[src/verilog/tsrif_pkg.sv]
package tsrif_pkg;
   // -------------------------------------------------------------
   // Frame constants
   // -------------------------------------------------------------
   localparam logic [7:0]  DELIM       = 8'h7E;
   localparam logic [7:0]  LEG_TYPE    = 8'h89;
   localparam logic [7:0]  RT_TYPE     = 8'h8D;
   localparam logic [7:0]  ST_OK       = 8'h00;
   localparam logic [7:0]  ST_NO_ACK   = 8'h01;
   localparam logic [7:0]  EVT_NACK    = 8'h11;
   localparam logic [7:0]  EVT_TRACE   = 8'h12;
   localparam logic [7:0]  RESERVED    = 8'h00;
   localparam logic [7:0]  CSUM_BASE   = 8'hFF;
   localparam logic [15:0] LEG_LEN     = 16'h0003;
   localparam logic [15:0] RT_LEN      = 16'h002A;
   localparam logic [7:0]  RT_TAIL_LEN = 8'h27;
   localparam int          BODY_W      = 336;
   localparam int          LEG_BODY_W  = 24;

   // -------------------------------------------------------------
   // Byte offsets
   // -------------------------------------------------------------
   localparam logic [5:0] OFS_DELIM   = 6'h00;
   localparam logic [5:0] OFS_LEN_MSB = 6'h01;
   localparam logic [5:0] OFS_LEN_LSB = 6'h02;
   localparam logic [5:0] OFS_TYPE    = 6'h03;
   localparam logic [5:0] OFS_ID      = 6'h04;
   localparam logic [5:0] OFS_STATUS  = 6'h05;
   localparam logic [5:0] OFS_EVT     = 6'h04;
   localparam logic [5:0] OFS_TLEN    = 6'h05;
   localparam logic [5:0] OFS_TS      = 6'h06;
   localparam logic [5:0] OFS_ACKTO   = 6'h0A;
   localparam logic [5:0] OFS_BLK     = 6'h0B;
   localparam logic [5:0] OFS_RSV     = 6'h0C;
   localparam logic [5:0] OFS_DST     = 6'h0D;
   localparam logic [5:0] OFS_SRC     = 6'h15;
   localparam logic [5:0] OFS_RSP     = 6'h1D;
   localparam logic [5:0] OFS_RCV     = 6'h25;
   localparam logic [5:0] OFS_RCV_LSB = 6'h2C;
   localparam logic [5:0] LEG_LAST    = 6'h06;
   localparam logic [5:0] RT_LAST     = 6'h2D;

   // -------------------------------------------------------------
   // Timing
   // -------------------------------------------------------------
   localparam int         US_NS         = 1000;
   localparam int         CLK_PERIOD_NS = 5;
   localparam logic [7:0] CYC_PER_US    = 8'(US_NS / CLK_PERIOD_NS);

   typedef enum logic [1:0] {
      ST_IDLE = 2'b01,
      ST_SEND = 2'b10
   } tsrif_state_t;
endpackage

[src/verilog/tsrif_us_timer.sv]
`timescale 1ns/10ps
module tsrif_us_timer (
   input  wire logic        clk,      // System clock
   input  wire logic        rst_n,    // Async reset, active low
   output logic      [31:0] us_count  // Free-running microseconds
);
   logic [7:0]  pre_reg;
   logic [7:0]  pre_next;
   logic [31:0] us_reg;
   logic [31:0] us_next;

   // Wraps after about 71 minutes; only differences are meaningful
   always_comb begin
      pre_next = pre_reg + 8'h01;
      us_next  = us_reg;
      if (pre_reg == tsrif_pkg::CYC_PER_US - 8'h01) begin
         pre_next = 8'h00;
         us_next  = us_reg + 32'h00000001;
      end
   end

   always_ff @(posedge clk or negedge rst_n) begin
      if (!rst_n) begin
         pre_reg <= 8'h00;
         us_reg  <= 32'h00000000;
      end else begin
         pre_reg <= pre_next;
         us_reg  <= us_next;
      end
   end

   assign us_count = us_reg;
endmodule // tsrif_us_timer

[src/verilog/tsrif_framer.sv]
`timescale 1ns/10ps
module tsrif_framer (
   input  wire logic        clk,             // System clock, 200 MHz
   input  wire logic        rst_n,           // Async reset, active low
   input  wire logic        leg_valid,       // Legacy request finished
   input  wire logic [7:0]  leg_frame_id,    // Its frame identifier
   input  wire logic        leg_no_ack,      // 1 = no ACK received
   output logic             leg_ready,       // Legacy report slot free
   input  wire logic        rt_valid,        // Route event
   input  wire logic        rt_trace,        // 1 = trace route, 0 = NACK
   input  wire logic [7:0]  rt_ack_timeouts, // MAC ACK timeout count
   input  wire logic [7:0]  rt_tx_blocked,   // Blocked-by-receive count
   input  wire logic [63:0] rt_dest_addr,    // Final destination
   input  wire logic [63:0] rt_src_addr,     // Originating source
   input  wire logic [63:0] rt_resp_addr,    // Reporting node
   input  wire logic [63:0] rt_recv_addr,    // Next-hop receiver
   output logic             rt_ready,        // Route report slot free
   output logic             tx_valid,        // Byte stream valid
   output logic      [7:0]  tx_data,         // Byte stream data
   output logic             tx_last,         // Checksum byte
   input  wire logic        tx_ready         // Host side takes byte
);
   // -------------------------------------------------------------
   // Timestamp source
   // -------------------------------------------------------------
   logic [31:0] us_now;

   tsrif_us_timer u_timer (
      .clk      (clk),
      .rst_n    (rst_n),
      .us_count (us_now)
   );

   // -------------------------------------------------------------
   // Report slots
   // -------------------------------------------------------------
   // One slot per frame kind, so a new report can be taken while
   // the other kind is on the wire.
   logic                         leg_pend_reg, leg_pend_next;
   logic [7:0]                   leg_id_reg, leg_id_next;
   logic [7:0]                   leg_st_reg, leg_st_next;
   logic                         rt_pend_reg, rt_pend_next;
   logic [tsrif_pkg::BODY_W-1:0] rt_body_reg, rt_body_next;
   logic                         leg_done, rt_done;

   always_comb begin
      leg_pend_next = leg_pend_reg;
      leg_id_next   = leg_id_reg;
      leg_st_next   = leg_st_reg;
      rt_pend_next  = rt_pend_reg;
      rt_body_next  = rt_body_reg;
      if (leg_done) begin
         leg_pend_next = 1'b0;
      end
      if (rt_done) begin
         rt_pend_next = 1'b0;
      end
      if (leg_valid && leg_ready) begin
         leg_pend_next = 1'b1;
         leg_id_next   = leg_frame_id;
         leg_st_next   = leg_no_ack ? tsrif_pkg::ST_NO_ACK : tsrif_pkg::ST_OK;
      end
      if (rt_valid && rt_ready) begin
         rt_pend_next = 1'b1;
         // Addresses concatenated whole keep MSB first
         rt_body_next = {tsrif_pkg::RT_TYPE,
                         rt_trace ? tsrif_pkg::EVT_TRACE : tsrif_pkg::EVT_NACK,
                         tsrif_pkg::RT_TAIL_LEN,
                         us_now,
                         rt_ack_timeouts,
                         rt_tx_blocked,
                         tsrif_pkg::RESERVED,
                         rt_dest_addr, rt_src_addr,
                         rt_resp_addr, rt_recv_addr};
      end
   end

   always_ff @(posedge clk or negedge rst_n) begin
      if (!rst_n) begin
         leg_pend_reg <= 1'b0;
         leg_id_reg   <= 8'h00;
         leg_st_reg   <= 8'h00;
         rt_pend_reg  <= 1'b0;
         rt_body_reg  <= '0;
         leg_ready    <= 1'b0;
         rt_ready     <= 1'b0;
      end else begin
         leg_pend_reg <= leg_pend_next;
         leg_id_reg   <= leg_id_next;
         leg_st_reg   <= leg_st_next;
         rt_pend_reg  <= rt_pend_next;
         rt_body_reg  <= rt_body_next;
         leg_ready    <= !leg_pend_next;
         rt_ready     <= !rt_pend_next;
      end
   end

   // -------------------------------------------------------------
   // Frame sequencer
   // -------------------------------------------------------------
   tsrif_pkg::tsrif_state_t state_reg, state_next;
   logic       is_rt_reg, is_rt_next;
   logic [5:0] idx_reg, idx_next;
   logic [7:0] sum_reg, sum_next;
   logic       valid_next, last_next;
   logic [7:0] data_next;
   logic [5:0] last_idx;

   assign last_idx = is_rt_reg ? tsrif_pkg::RT_LAST : tsrif_pkg::LEG_LAST;
   assign leg_done = (state_reg == tsrif_pkg::ST_SEND) && !is_rt_reg && tx_ready && tx_last;
   assign rt_done  = (state_reg == tsrif_pkg::ST_SEND) && is_rt_reg && tx_ready && tx_last;

   always_comb begin
      state_next = state_reg;
      is_rt_next = is_rt_reg;
      idx_next   = idx_reg;
      sum_next   = sum_reg;
      valid_next = tx_valid;
      case (state_reg)
         tsrif_pkg::ST_IDLE: begin
            // Legacy report goes first when both wait
            if (leg_pend_reg || rt_pend_reg) begin
               state_next = tsrif_pkg::ST_SEND;
               is_rt_next = !leg_pend_reg;
               idx_next   = tsrif_pkg::OFS_DELIM;
               sum_next   = 8'h00;
               valid_next = 1'b1;
            end
         end
         tsrif_pkg::ST_SEND: begin
            if (tx_ready) begin
               if (tx_last) begin
                  state_next = tsrif_pkg::ST_IDLE;
                  valid_next = 1'b0;
               end else begin
                  idx_next = idx_reg + 6'h01;
                  if (idx_reg >= tsrif_pkg::OFS_TYPE) begin
                     sum_next = sum_reg + tx_data;
                  end
               end
            end
         end
         default: begin
            state_next = tsrif_pkg::ST_IDLE;
            valid_next = 1'b0;
         end
      endcase
   end

   // -------------------------------------------------------------
   // Byte selection
   // -------------------------------------------------------------
   logic [tsrif_pkg::BODY_W-1:0] body, body_sh;
   logic [15:0]                  flen;
   logic [5:0]                   nlast;

   always_comb begin
      body    = is_rt_next ? rt_body_reg
                           : {tsrif_pkg::LEG_TYPE, leg_id_reg, leg_st_reg,
                              {(tsrif_pkg::BODY_W - tsrif_pkg::LEG_BODY_W){1'b0}}};
      flen    = is_rt_next ? tsrif_pkg::RT_LEN : tsrif_pkg::LEG_LEN;
      nlast   = is_rt_next ? tsrif_pkg::RT_LAST : tsrif_pkg::LEG_LAST;
      body_sh = body << {idx_next - tsrif_pkg::OFS_TYPE, 3'b000};
      last_next = valid_next && (idx_next == nlast);
      if (idx_next == tsrif_pkg::OFS_DELIM) begin
         data_next = tsrif_pkg::DELIM;
      end else if (idx_next == tsrif_pkg::OFS_LEN_MSB) begin
         data_next = flen[15:8];
      end else if (idx_next == tsrif_pkg::OFS_LEN_LSB) begin
         data_next = flen[7:0];
      end else if (idx_next == nlast) begin
         data_next = tsrif_pkg::CSUM_BASE - sum_next;
      end else begin
         data_next = body_sh[tsrif_pkg::BODY_W-1 -: 8];
      end
   end

   always_ff @(posedge clk or negedge rst_n) begin
      if (!rst_n) begin
         state_reg <= tsrif_pkg::ST_IDLE;
         is_rt_reg <= 1'b0;
         idx_reg   <= 6'h00;
         sum_reg   <= 8'h00;
         tx_valid  <= 1'b0;
         tx_data   <= 8'h00;
         tx_last   <= 1'b0;
      end else begin
         state_reg <= state_next;
         is_rt_reg <= is_rt_next;
         idx_reg   <= idx_next;
         sum_reg   <= sum_next;
         tx_valid  <= valid_next;
         tx_data   <= valid_next ? data_next : tx_data;
         tx_last   <= last_next;
      end
   end

   logic leg_at, rt_at;
   assign leg_at = tx_valid && !is_rt_reg;
   assign rt_at  = tx_valid && is_rt_reg;
endmodule // tsrif_framer

[config.mk]
export PLATFORM = sky130hd
export DESIGN_NAME = tsrif_framer
export DESIGN_NICKNAME = d
export VERILOG_FILES = /design/src/verilog/tsrif_pkg.sv /design/src/verilog/tsrif_us_timer.sv /design/src/verilog/tsrif_framer.sv
export SDC_FILE = /design/constraint.sdc
export NUM_CORES = 1
export LEC_CHECK = 0
export CAP_MARGIN = 20
export CORE_MARGIN = 8
export CORE_UTILIZATION = 62
export CTS_CLUSTER_SIZE = 8
export DETAILED_ROUTE_END_ITERATION = 10
export DONT_BUFFER_PORTS = 1
export PLACE_DENSITY_LB_ADDON = 0.2
export SLEW_MARGIN = 5
export SYNTH_ARGS = -nofsm -noshare
export SYNTH_HDL_FRONTEND = slang
export SYNTH_SLANG_ARGS = --single-unit
[constraint.sdc]
create_clock -name clk -period 7.3 [get_ports clk]
set_input_delay 1.46 -clock clk [delete_from_list [all_inputs] [get_ports clk]]
set_output_delay 1.46 -clock clk [all_outputs]
set_load 0.01 [all_outputs]
==> results by stage, run 1 <==
Status:
- The run finished with clean final reports.

Timing:
- The number of max-slew violations in the final report is 0.
- Setup repair after global routing left no endpoint under its margin.
- For the pin with the worst max-slew slack, the measured transition is 1.21 ns.
- The setup clock skew after layout is 0.0180 ns.
- The smallest setup slack after layout is 2.16 ns.
- The hold violation total from the final report is 0.
- The smallest clock period supported by the final layout is computed as 5.14 ns.
- The final clock period utilization by the worst path is 70.5%.
- Timing would allow up to 194 MHz.
- The number of setup violations in the final report is 0.
- The hold slack is 0.466 ns.
- The setup total negative slack is 0 ns.
- The worst slew margin relative to its limit is 19.1%.

Floorplan:
- The floorplan step set the die height to 189 um.
- The area of the die is 35700 um2.
- The die span in x is 189 um.
- The initial utilization of the core area, before any placement, comes to 62.8%.
- The core area is 29600 um2.
- The number of top-level pins is 299.
- Row generation in the floorplan step produced 63 rows.

Clock tree:
- The clock insertion delay at the later pin of the skew report is 0.57 ns.
- Post-CTS repair changed the size of 0 cells.
- The clock root buffer is sky130_fd_sc_hd__clkbuf_16.
- TritonCTS built the clock tree.
- Buffers inserted during clock tree synthesis total 54.
- After clock tree synthesis, the setup repair step added 0 buffers.
- The number of hold buffers added after CTS is 0.
- In this run the number of H-tree levels came out at 2.
- The CTS sink count is 387.
- After clock tree synthesis, the clock-pin slew on the worst setup and hold paths is 0.06 ns.
- The maximum clock insertion buffer count is 3.

Place:
- The worst-case setup slack after placement is 1.84 ns.
- The HPWL after detailed placement is 35500 um.
- Routability-driven placement finished with a final weighted congestion of 0.915.
- In this run, placement finished with an instance count of 2286.
- The placed cell area is 18600 um2.
- The port buffer count is 0.

Setup path:
- The count of buffer and inverter cells on the critical path is 2.
- Of all nets on the critical path, the largest fanout is 47.
- The cell at the slowest stage of the critical path is sky130_fd_sc_hd__buf_4.
- The cell type group with the largest total delay on the critical path is compound AO/OA/AOI/OAI gates.
- The arrival time of data at the critical path endpoint is 5.59 ns.
- The element type at the critical path end is a flip-flop.
- By startpoint and endpoint, the worst setup path is classified as flip-flop to flip-flop.
- The data required time of the critical path is 7.74 ns.
- The stage delay of the slowest cell on the critical path is 0.77 ns.
- The signal on the critical path passes through ha_1 -> nor3b_4 -> or2_1 -> a22o_4 -> buf_4 -> inv_2 -> and3_1 -> o31ai_1 -> o211ai_1 -> a221o_1 -> a211o_1.
- The critical path launch point type is a flip-flop.

Routing:
- In the routed layout, each cell is associated on average with a via count of 5.97.
- The number of search-and-repair iterations in the first detailed-routing pass is 7.
- In the routed design, unresolved DRC markers number 0.
- The wire length per cell is 21.7 um.
- The initial DRC count is 1245.
- The via count of the routed design is 14100.
- In this run the remaining antenna-violating nets after routing total 0.
- Wires add up to 51100 um.

Power and ir drop:
- The power per unit of standard cell area is 371 nW/um2.
- In this run the static leakage power is 9.92 nW.
- The highest ir drop seen on vdd is 219 uV.

GRT:
- The first-pass GRT wire length is 80700 um.
- Entering global routing, the biggest net connects 388 pins.
- The via count of the first global-routing pass was 14300.
- The initial antenna violation count is 5.
- Global routing used 28.6% of the available tracks across all layers.
- The total overflow reported by the global router is 0.

Yosys:
- Sorting the synthesized cells by area gives the leading types as sky130_fd_sc_hd__dfrtp_1 (52%), sky130_fd_sc_hd__nand2_1 (20%), sky130_fd_sc_hd__mux4_2 (6.8%).
- The post-synthesis instance area is 18600 um2.
- The number of warnings reported in the yosys synthesis log is 0.
- The count of distinct cell types in the synthesized netlist is 88.
- The predominant post-synthesis flop cell is sky130_fd_sc_hd__dfrtp_1.
- The cell count after synthesis is 2001.
- The number of synthesized register bits is 387.
- In this run, synthesis inferred 0 flip-flops with an integrated enable.
- In this run the biggest area consumer among cell types represents 52.1% of the synthesized area.
- Counting every net in the synthesized netlist gives 2305.
- The mean instance size in the synthesized netlist is 9.27 um2.
- Sequential elements use 52.2% of the synthesized area.
- The fraction of registers with async set/reset is 100%.
- The most area-hungry cell type in the Yosys netlist is sky130_fd_sc_hd__dfrtp_1.

Layout:
- The synthesis-to-finish area growth is 8.39%.
- The net count of the finished layout is 2257.
- Leaving out filler cells and counting taps, the final layout contains 2356.
- The flip-flop count of the largest register after layout is 307.
- The cell area after layout is 20100 um2.
- The total of fill cells in the finished design is 2314.
- The share of layout cells above drive strength 1 is 8.56%.

Job:
- Max-cap violations in this run came to 0.

Worst hold path:
- The path class of the tightest hold or removal check is flip-flop to flip-flop.
-- logic make-up after synthesis --
group                      count (synthesis)  share of synthesized area, %
adders and majority gates                 17                          1.19
buffers and inverters                    133                          3.22
AOI/OAI and AO/OA                        153                          6.23
muxes                                    106                          9.73
xor gates and xnor gates                  47                          2.30
and+or+nand+nor                         1158                          25.1
DFF                                      387                          52.2
-- report_power, final --
group	internal, W	leakage, nW	switching (W)
combinational	0.000922	4.32	0.00126
sequential	0.00270	4.91	0.000381
clock	0.00131	0.693	0.000887
total	0.00493	9.92	0.00253
-- final timing paths --
kind | from | end | slack [ns] | depth (start not counted)
max in group asynchronous | rst_n | rt_body_reg[107] | 5.86 | 0
min in group asynchronous | rst_n | rt_body_reg[10] | 0.60 | 0
setup / recovery | state_reg[0] | tx_data[7] | 2.16 | 11
setup reg to reg | state_reg[0] | tx_data[7] | 2.16 | 11
hold / removal | u_timer.pre_reg[0] | u_timer.pre_reg[0] | 0.47 | 1
hold reg to reg | u_timer.pre_reg[0] | u_timer.pre_reg[0] | 0.47 | 1
-- per-stage QoR --
stage	total power (W)	utilization [%]
after floorplan	0.00466	-
after global placement	0.00521	63.1
after detailed placement	0.00527	63.1
after CTS	0.00749	67.9
after global routing	0.00785	68.0
final	0.00746	68.0
-- layer usage --
metal	GRT usage (%)	wire length, um
met1	39.2	21400
met2	44.7	24200
met3	7.30	4220
met4	8.66	1260
met5	0	27
-- final cells by class --
type / instances / area (um2) / area share (%)
Sequential cell: 387 / 9690 / 48.2
Multi-Input combinational cell: 1481 / 8310 / 41.3
Clock buffer: 63 / 1390 / 6.89
Tap cell: 390 / 488 / 2.43
Timing Repair Buffer: 9 / 113 / 0.560
Inverter: 20 / 75.1 / 0.373
Clock inverter: 3 / 43.8 / 0.218
Antenna cell: 3 / 7.51 / 0.0373
-- cells in the final DEF (no fill, tap or decap), types with 16 or more instances in the layout --
cell / count
sky130_fd_sc_hd__a21oi_1: 20
sky130_fd_sc_hd__clkbuf_16: 54
sky130_fd_sc_hd__dfrtp_1: 386
sky130_fd_sc_hd__inv_1: 18
sky130_fd_sc_hd__mux2i_1: 32
sky130_fd_sc_hd__mux4_2: 56
sky130_fd_sc_hd__nand2_1: 987
sky130_fd_sc_hd__nand3_1: 47
sky130_fd_sc_hd__nand4_1: 16
sky130_fd_sc_hd__nor2_1: 38
sky130_fd_sc_hd__o21ai_0: 26
sky130_fd_sc_hd__xnor2_1: 30
-- synth_stat cells (11+ instances only) --
library cell / n
sky130_fd_sc_hd__nand2_1: 988
sky130_fd_sc_hd__a21oi_1: 20
sky130_fd_sc_hd__and3_1: 11
sky130_fd_sc_hd__a31oi_1: 14
sky130_fd_sc_hd__o21ai_0: 26
sky130_fd_sc_hd__nand4_1: 16
sky130_fd_sc_hd__dfrtp_1: 386
sky130_fd_sc_hd__buf_2: 13
sky130_fd_sc_hd__nand3_1: 47
sky130_fd_sc_hd__mux4_2: 56
sky130_fd_sc_hd__inv_1: 18
sky130_fd_sc_hd__ha_1: 16
sky130_fd_sc_hd__o211ai_1: 11
sky130_fd_sc_hd__clkbuf_1: 77
sky130_fd_sc_hd__nor3_1: 13
sky130_fd_sc_hd__xor2_1: 15
sky130_fd_sc_hd__mux2i_1: 32
sky130_fd_sc_hd__mux2_2: 15
sky130_fd_sc_hd__xnor2_1: 30
sky130_fd_sc_hd__nor2_1: 38
(Power assumes the default switching activity.)
==> run 2, diff against run 1 <==
--- a/config.mk
+++ b/config.mk
@@ -5,9 +5,10 @@
 export SDC_FILE = /design/constraint.sdc
 export NUM_CORES = 1
 export LEC_CHECK = 0
+export ABC_AREA = 1
 export CAP_MARGIN = 20
 export CORE_MARGIN = 8
-export CORE_UTILIZATION = 62
+export CORE_UTILIZATION = 58
 export CTS_CLUSTER_SIZE = 8
 export DETAILED_ROUTE_END_ITERATION = 10
 export DONT_BUFFER_PORTS = 1
==> constraint.sdc (replaced) <==
create_clock -name clk -period 4.6 [get_ports clk]
set_input_delay 0.92 -clock clk [delete_from_list [all_inputs] [get_ports clk]]
set_output_delay 0.92 -clock clk [all_outputs]
set_load 0.01 [all_outputs]
==> results by stage, run 2 <==
Status:
- The run finished with clean final reports.

Layout:
- The most common cell after layout, fill and taps aside is sky130_fd_sc_hd__nand2_1.
- The number of diodes added for antenna fixing came to 0 (-3).
- The top cell types in the final layout, fill and taps aside, are sky130_fd_sc_hd__nand2_1 (964), sky130_fd_sc_hd__dfrtp_1 (386), sky130_fd_sc_hd__o21ai_0 (311), sky130_fd_sc_hd__inv_1 (242), sky130_fd_sc_hd__nand3_1 (120).
- The total of fill cells in the finished design came to 2961 (+28%).
- The register area was 9690 um2 (unchanged).
- The share of layout cells above drive strength 1 came to 5.25% (-3.3 points).
- The area occupied by multi-input gates is 8160 um2 (-1.8%).
- The flip-flop count of the largest register after layout is 307 (unchanged).
- The final core area utilization is 63.2% (-4.8 points).
- The number of nets in the final layout came to 2808 (+24%).
- The synthesis-to-finish area growth was 8.34% (about the same).

Floorplan:
- The die span in x came to 199 um (+5.3%).
- The standard-cell row count is 67 (+6.3%).
- The number of top-level pins came to 299 (unchanged).
- The starting density of the core was 58.4% (-4.4 points).
- The y dimension of the die is 199 um (+5.3%).
- The core area was 33300 um2 (+13%).
- The area of the die came to 39600 um2 (+11%).

Timing:
- The number of setup violations in the final report is 0 (unchanged).
- The hold violation total from the final report is 0 (unchanged).
- The setup total negative slack is 0 ns (unchanged).
- The peak clock frequency supported by timing was 253 MHz (+30%).
- The final period demand of the worst path is 3.95 ns (-1.20 ns).
- The slew at the pin closest to its max-slew limit was 0.992 ns (-0.221 ns).
- Setup repair after global routing left no endpoint under its margin.
- The number of max-slew violations in the final report is 0 (unchanged).
- The worst slew margin relative to its limit came to 33.9% (+15 points).
- The setup clock skew after layout was 0.0167 ns (-0.00134 ns).
- The final clock period utilization by the worst path is 85.8% (+15 points).

Clock tree:
- The number of CTS-inserted buffers is 54 (unchanged).
- The number of post-CTS setup repair buffers was 0 (unchanged).
- The number of hold buffers added after CTS was 0 (unchanged).
- The maximum clock insertion buffer count is 3 (unchanged).
- The CTS sink count was 387 (unchanged).
- The H-tree depth is 2 (unchanged).
- The clock insertion delay at the later pin of the skew report is 0.58 ns (about the same).
- The CTS tree is yes.
- The tree is rooted in a sky130_fd_sc_hd__clkbuf_16.
- The clock-pin slew on the worst setup and hold paths is 0.05 ns (about the same).
- The total of cells resized after clock tree synthesis is 0 (unchanged).

Power and ir drop:
- The highest ir drop seen on vdd is 394 uV (+80%).
- The internal cell power is 0.00793 W (+61%).
- The switching power came to 0.00586 W (+130%).
- The sequential share of power is 31.7% (-9.6 points).
- The switching part of the total power is 42.5% (+8.6 points).
- The leakage power figure is 10.8 nW (+8.5%).
- The power share of the clock group came to 26.1% (-3.4 points).
- The portion of total power attributed to combinational logic is 42.2% (+13 points).
- The power per unit of standard cell area is 655 nW/um2 (+77%).

Routing:
- The initial DRC count was 1684 (+35%).
- The final routed wirelength across all metal layers is 57000 um (+12%).
- The number of nets with antenna violations after routing is 0 (unchanged).
- The via count of the routed design is 16800 (+19%).
- The number of search-and-repair iterations in the first detailed-routing pass is 6 (-1).
- The via-per-instance ratio is 5.66 (-5.2%).
- The wire length per cell is 19.2 um (-11%).
- The remaining routing DRC violations is 0 (unchanged).

Yosys:
- The share of the synthesized area in the top cell type is 49.7% (-2.3 points).
- The most common cell in the synthesized netlist is sky130_fd_sc_hd__nand2_1.
- The mean instance size in the synthesized netlist came to 7.58 um2 (-18%).
- The synthesized design spends more area on one cell type than any other, namely sky130_fd_sc_hd__dfrtp_1.
- The count of distinct cell types in the synthesized netlist is 46 (-48%).
- In the synthesized netlist the dominant register cell turns out to be sky130_fd_sc_hd__dfrtp_1.
- By count the netlist is led by sky130_fd_sc_hd__nand2_1 (965), sky130_fd_sc_hd__dfrtp_1 (386), sky130_fd_sc_hd__o21ai_0 (311).
- In the post-synthesis netlist, the biggest area contributors are sky130_fd_sc_hd__dfrtp_1 (50%), sky130_fd_sc_hd__nand2_1 (19%), sky130_fd_sc_hd__o21ai_0 (8.0%).
- The number of nets in the synthesized netlist is 2867 (+24%).
- The sequential area share after synthesis came to 49.9% (-2.3 points).
- The number of enable-type register cells in the synthesized netlist came to 0 (unchanged).
- The cell count after synthesis is 2563 (+28%).
- The fraction of registers with async set/reset is 100% (unchanged).
- The post-synthesis instance area is 19400 um2 (+4.7%).
- The number of synthesized register bits is 387 (unchanged).
- The number of warnings reported in the yosys synthesis log is 0 (unchanged).

Job:
- The number of max-cap violations is 0 (unchanged).

GRT:
- The initial antenna violation count is 2 (-3).
- The via count of the first global-routing pass was 16500 (+15%).
- The global-route track usage on met2 is 45.2% (+0.51 points).
- The overall fraction of global-route tracks in use came to 28.5% (-0.14 points).
- The pin count of the biggest net entering global routing was 388 (unchanged).
- The met3 track utilization from global routing is 5.31% (-2.0 points).
- The first-pass GRT wire length is 88900 um (+10%).
- The met1 track demand over resource in global routing came to 38.0% (-1.2 points).
- The busiest layer in global routing is met2.
- The total overflow reported by the global router is 0 (unchanged).

Setup path:
- The arrival time of data at the critical path endpoint is 4.39 ns (-1.20 ns).
- The depth of the worst register-to-register path is 19 (+8).
- By startpoint and endpoint, the worst setup path is classified as flip-flop to flip-flop.
- The critical path launch point type is a flip-flop.
- The largest driver fanout on the critical path was 111 (+140%).
- The element type at the critical path end is a flip-flop.
- The worst setup path startpoint is state_reg[0].
- The data required time of the critical path was 5.04 ns (-2.70 ns).
- The slack of the worst reg-to-reg path is 0.65 ns (-1.50 ns).
- The worst reg2reg path endpoint is tx_data[4].
- The startpoint of the worst-slack reg-to-reg timing path is state_reg[0].

Place:
- The total half-perimeter wirelength after legalization and detailed placement is 39400 um (+11%).
- The routability congestion estimate from global placement is 0.965 (+5.5%).
- The port buffer count came to 0 (unchanged).

Worst hold path:
- The tightest min-delay check is of the input pin to asynchronous set/reset pin type.
==> run 2: changes by cell type after synthesis, moves of 23 or more <==
| cell | change |
|---|---|
| sky130_fd_sc_hd__o21ai_0 | +285 |
| sky130_fd_sc_hd__inv_1 | +226 |
| sky130_fd_sc_hd__a21oi_1 | +84 |
| sky130_fd_sc_hd__nand3_1 | +73 |
| sky130_fd_sc_hd__nor2_1 | +57 |
| sky130_fd_sc_hd__mux4_2 | -56 |
| sky130_fd_sc_hd__mux2i_1 | -32 |
| sky130_fd_sc_hd__xnor2_1 | -30 |
| sky130_fd_sc_hd__o21ai_1 | +28 |
| sky130_fd_sc_hd__nand2_1 | -23 |
==> run 2: final cells by class <==
class                   instances  area share, %
clock buffers                  65           6.72
clock inverters                 3          0.279
inverters                     251           4.53
multi-input cells            1787           38.8
flip-flops and latches        387           46.0
well taps                     448           2.66
repair buffers                 23          0.999
==> run 2: per-layer routing <==
| metal | vias to the layer above | wire length, um |
|---|---|---|
| met1 | 7990 | 23200 |
| met3 | 140 | 4820 |
| met2 | 665 | 26800 |
| li1 | 7967 | - |
| met5 | - | 13 |
| met4 | 2 | 2210 |
==> run 2: worst max-delay path, stage by stage (launching register included) <==
cell and delay [ns]:
sky130_fd_sc_hd__dfstp_2 0.55, sky130_fd_sc_hd__inv_1 0.05, sky130_fd_sc_hd__ha_1 0.38, sky130_fd_sc_hd__a21oi_4 0.30
sky130_fd_sc_hd__nand2_2 0.16, sky130_fd_sc_hd__nand2_8 0.30, sky130_fd_sc_hd__buf_4 0.81, sky130_fd_sc_hd__o21ai_0 0.20
sky130_fd_sc_hd__o21ai_1 0.14, sky130_fd_sc_hd__nand2_1 0.08, sky130_fd_sc_hd__nand2_1 0.08, sky130_fd_sc_hd__nand2_1 0.05
sky130_fd_sc_hd__nand2_1 0.14, sky130_fd_sc_hd__nand2_1 0.06, sky130_fd_sc_hd__nand2_1 0.11, sky130_fd_sc_hd__nand2_1 0.06
sky130_fd_sc_hd__nand3_1 0.09, sky130_fd_sc_hd__nand2_1 0.07, sky130_fd_sc_hd__nand2_1 0.08, sky130_fd_sc_hd__a21boi_1 0.06
==> run 2: through the flow <==
stage / hold WS [ns] / worst slack, ns / cell area [um2] / std cells / total power [W]
5_1_grt: 0.0279 / 0.320 / 21000 / 2964 / 0.0147
6_report: 0.0557 / 0.651 / 21000 / 2964 / 0.0138
3_3_place_gp: 0.447 / 0.746 / 19600 / 2896 / 0.0101
4_1_cts: 0.0382 / 0.663 / 21000 / 2964 / 0.0138
3_5_place_dp: 0.459 / 0.685 / 19600 / 2896 / 0.0101
2_1_floorplan: 0.433 / 1.14 / 19400 / 2563 / 0.00848
==> run 2: logic make-up (layout without fill, tap and decap cells) <==
family	Yosys count	in the layout	share of synthesized area (%)
compound gates	483	483	13.0
simple gates	1249	1249	26.0
mux	4	4	0.232
xor+xnor	34	34	1.53
fa+ha+maj	17	17	1.13
flops	387	387	49.9
buf+inv	389	342	8.21
==> run 2: how the worst max path moves through the flow <==
stage                             to  slack, ns  cells after the start
after floorplan           tx_data[4]       1.14                     21
after CTS                 tx_data[1]       0.66                     19
after global placement    tx_data[1]       0.75                     20
final                     tx_data[4]       0.65                     19
after global routing      tx_data[4]       0.32                     19
after detailed placement  tx_data[1]       0.68                     19
==> run 2: power groups by stage <==
stage               clock [W]  combinational, W  sequential [W]
floorplan                   0           0.00419         0.00429
global placement            0           0.00565         0.00440
detailed placement          0           0.00572         0.00442
CTS                   0.00365           0.00577         0.00437
global route          0.00379           0.00649         0.00443
finish                0.00360           0.00582         0.00438
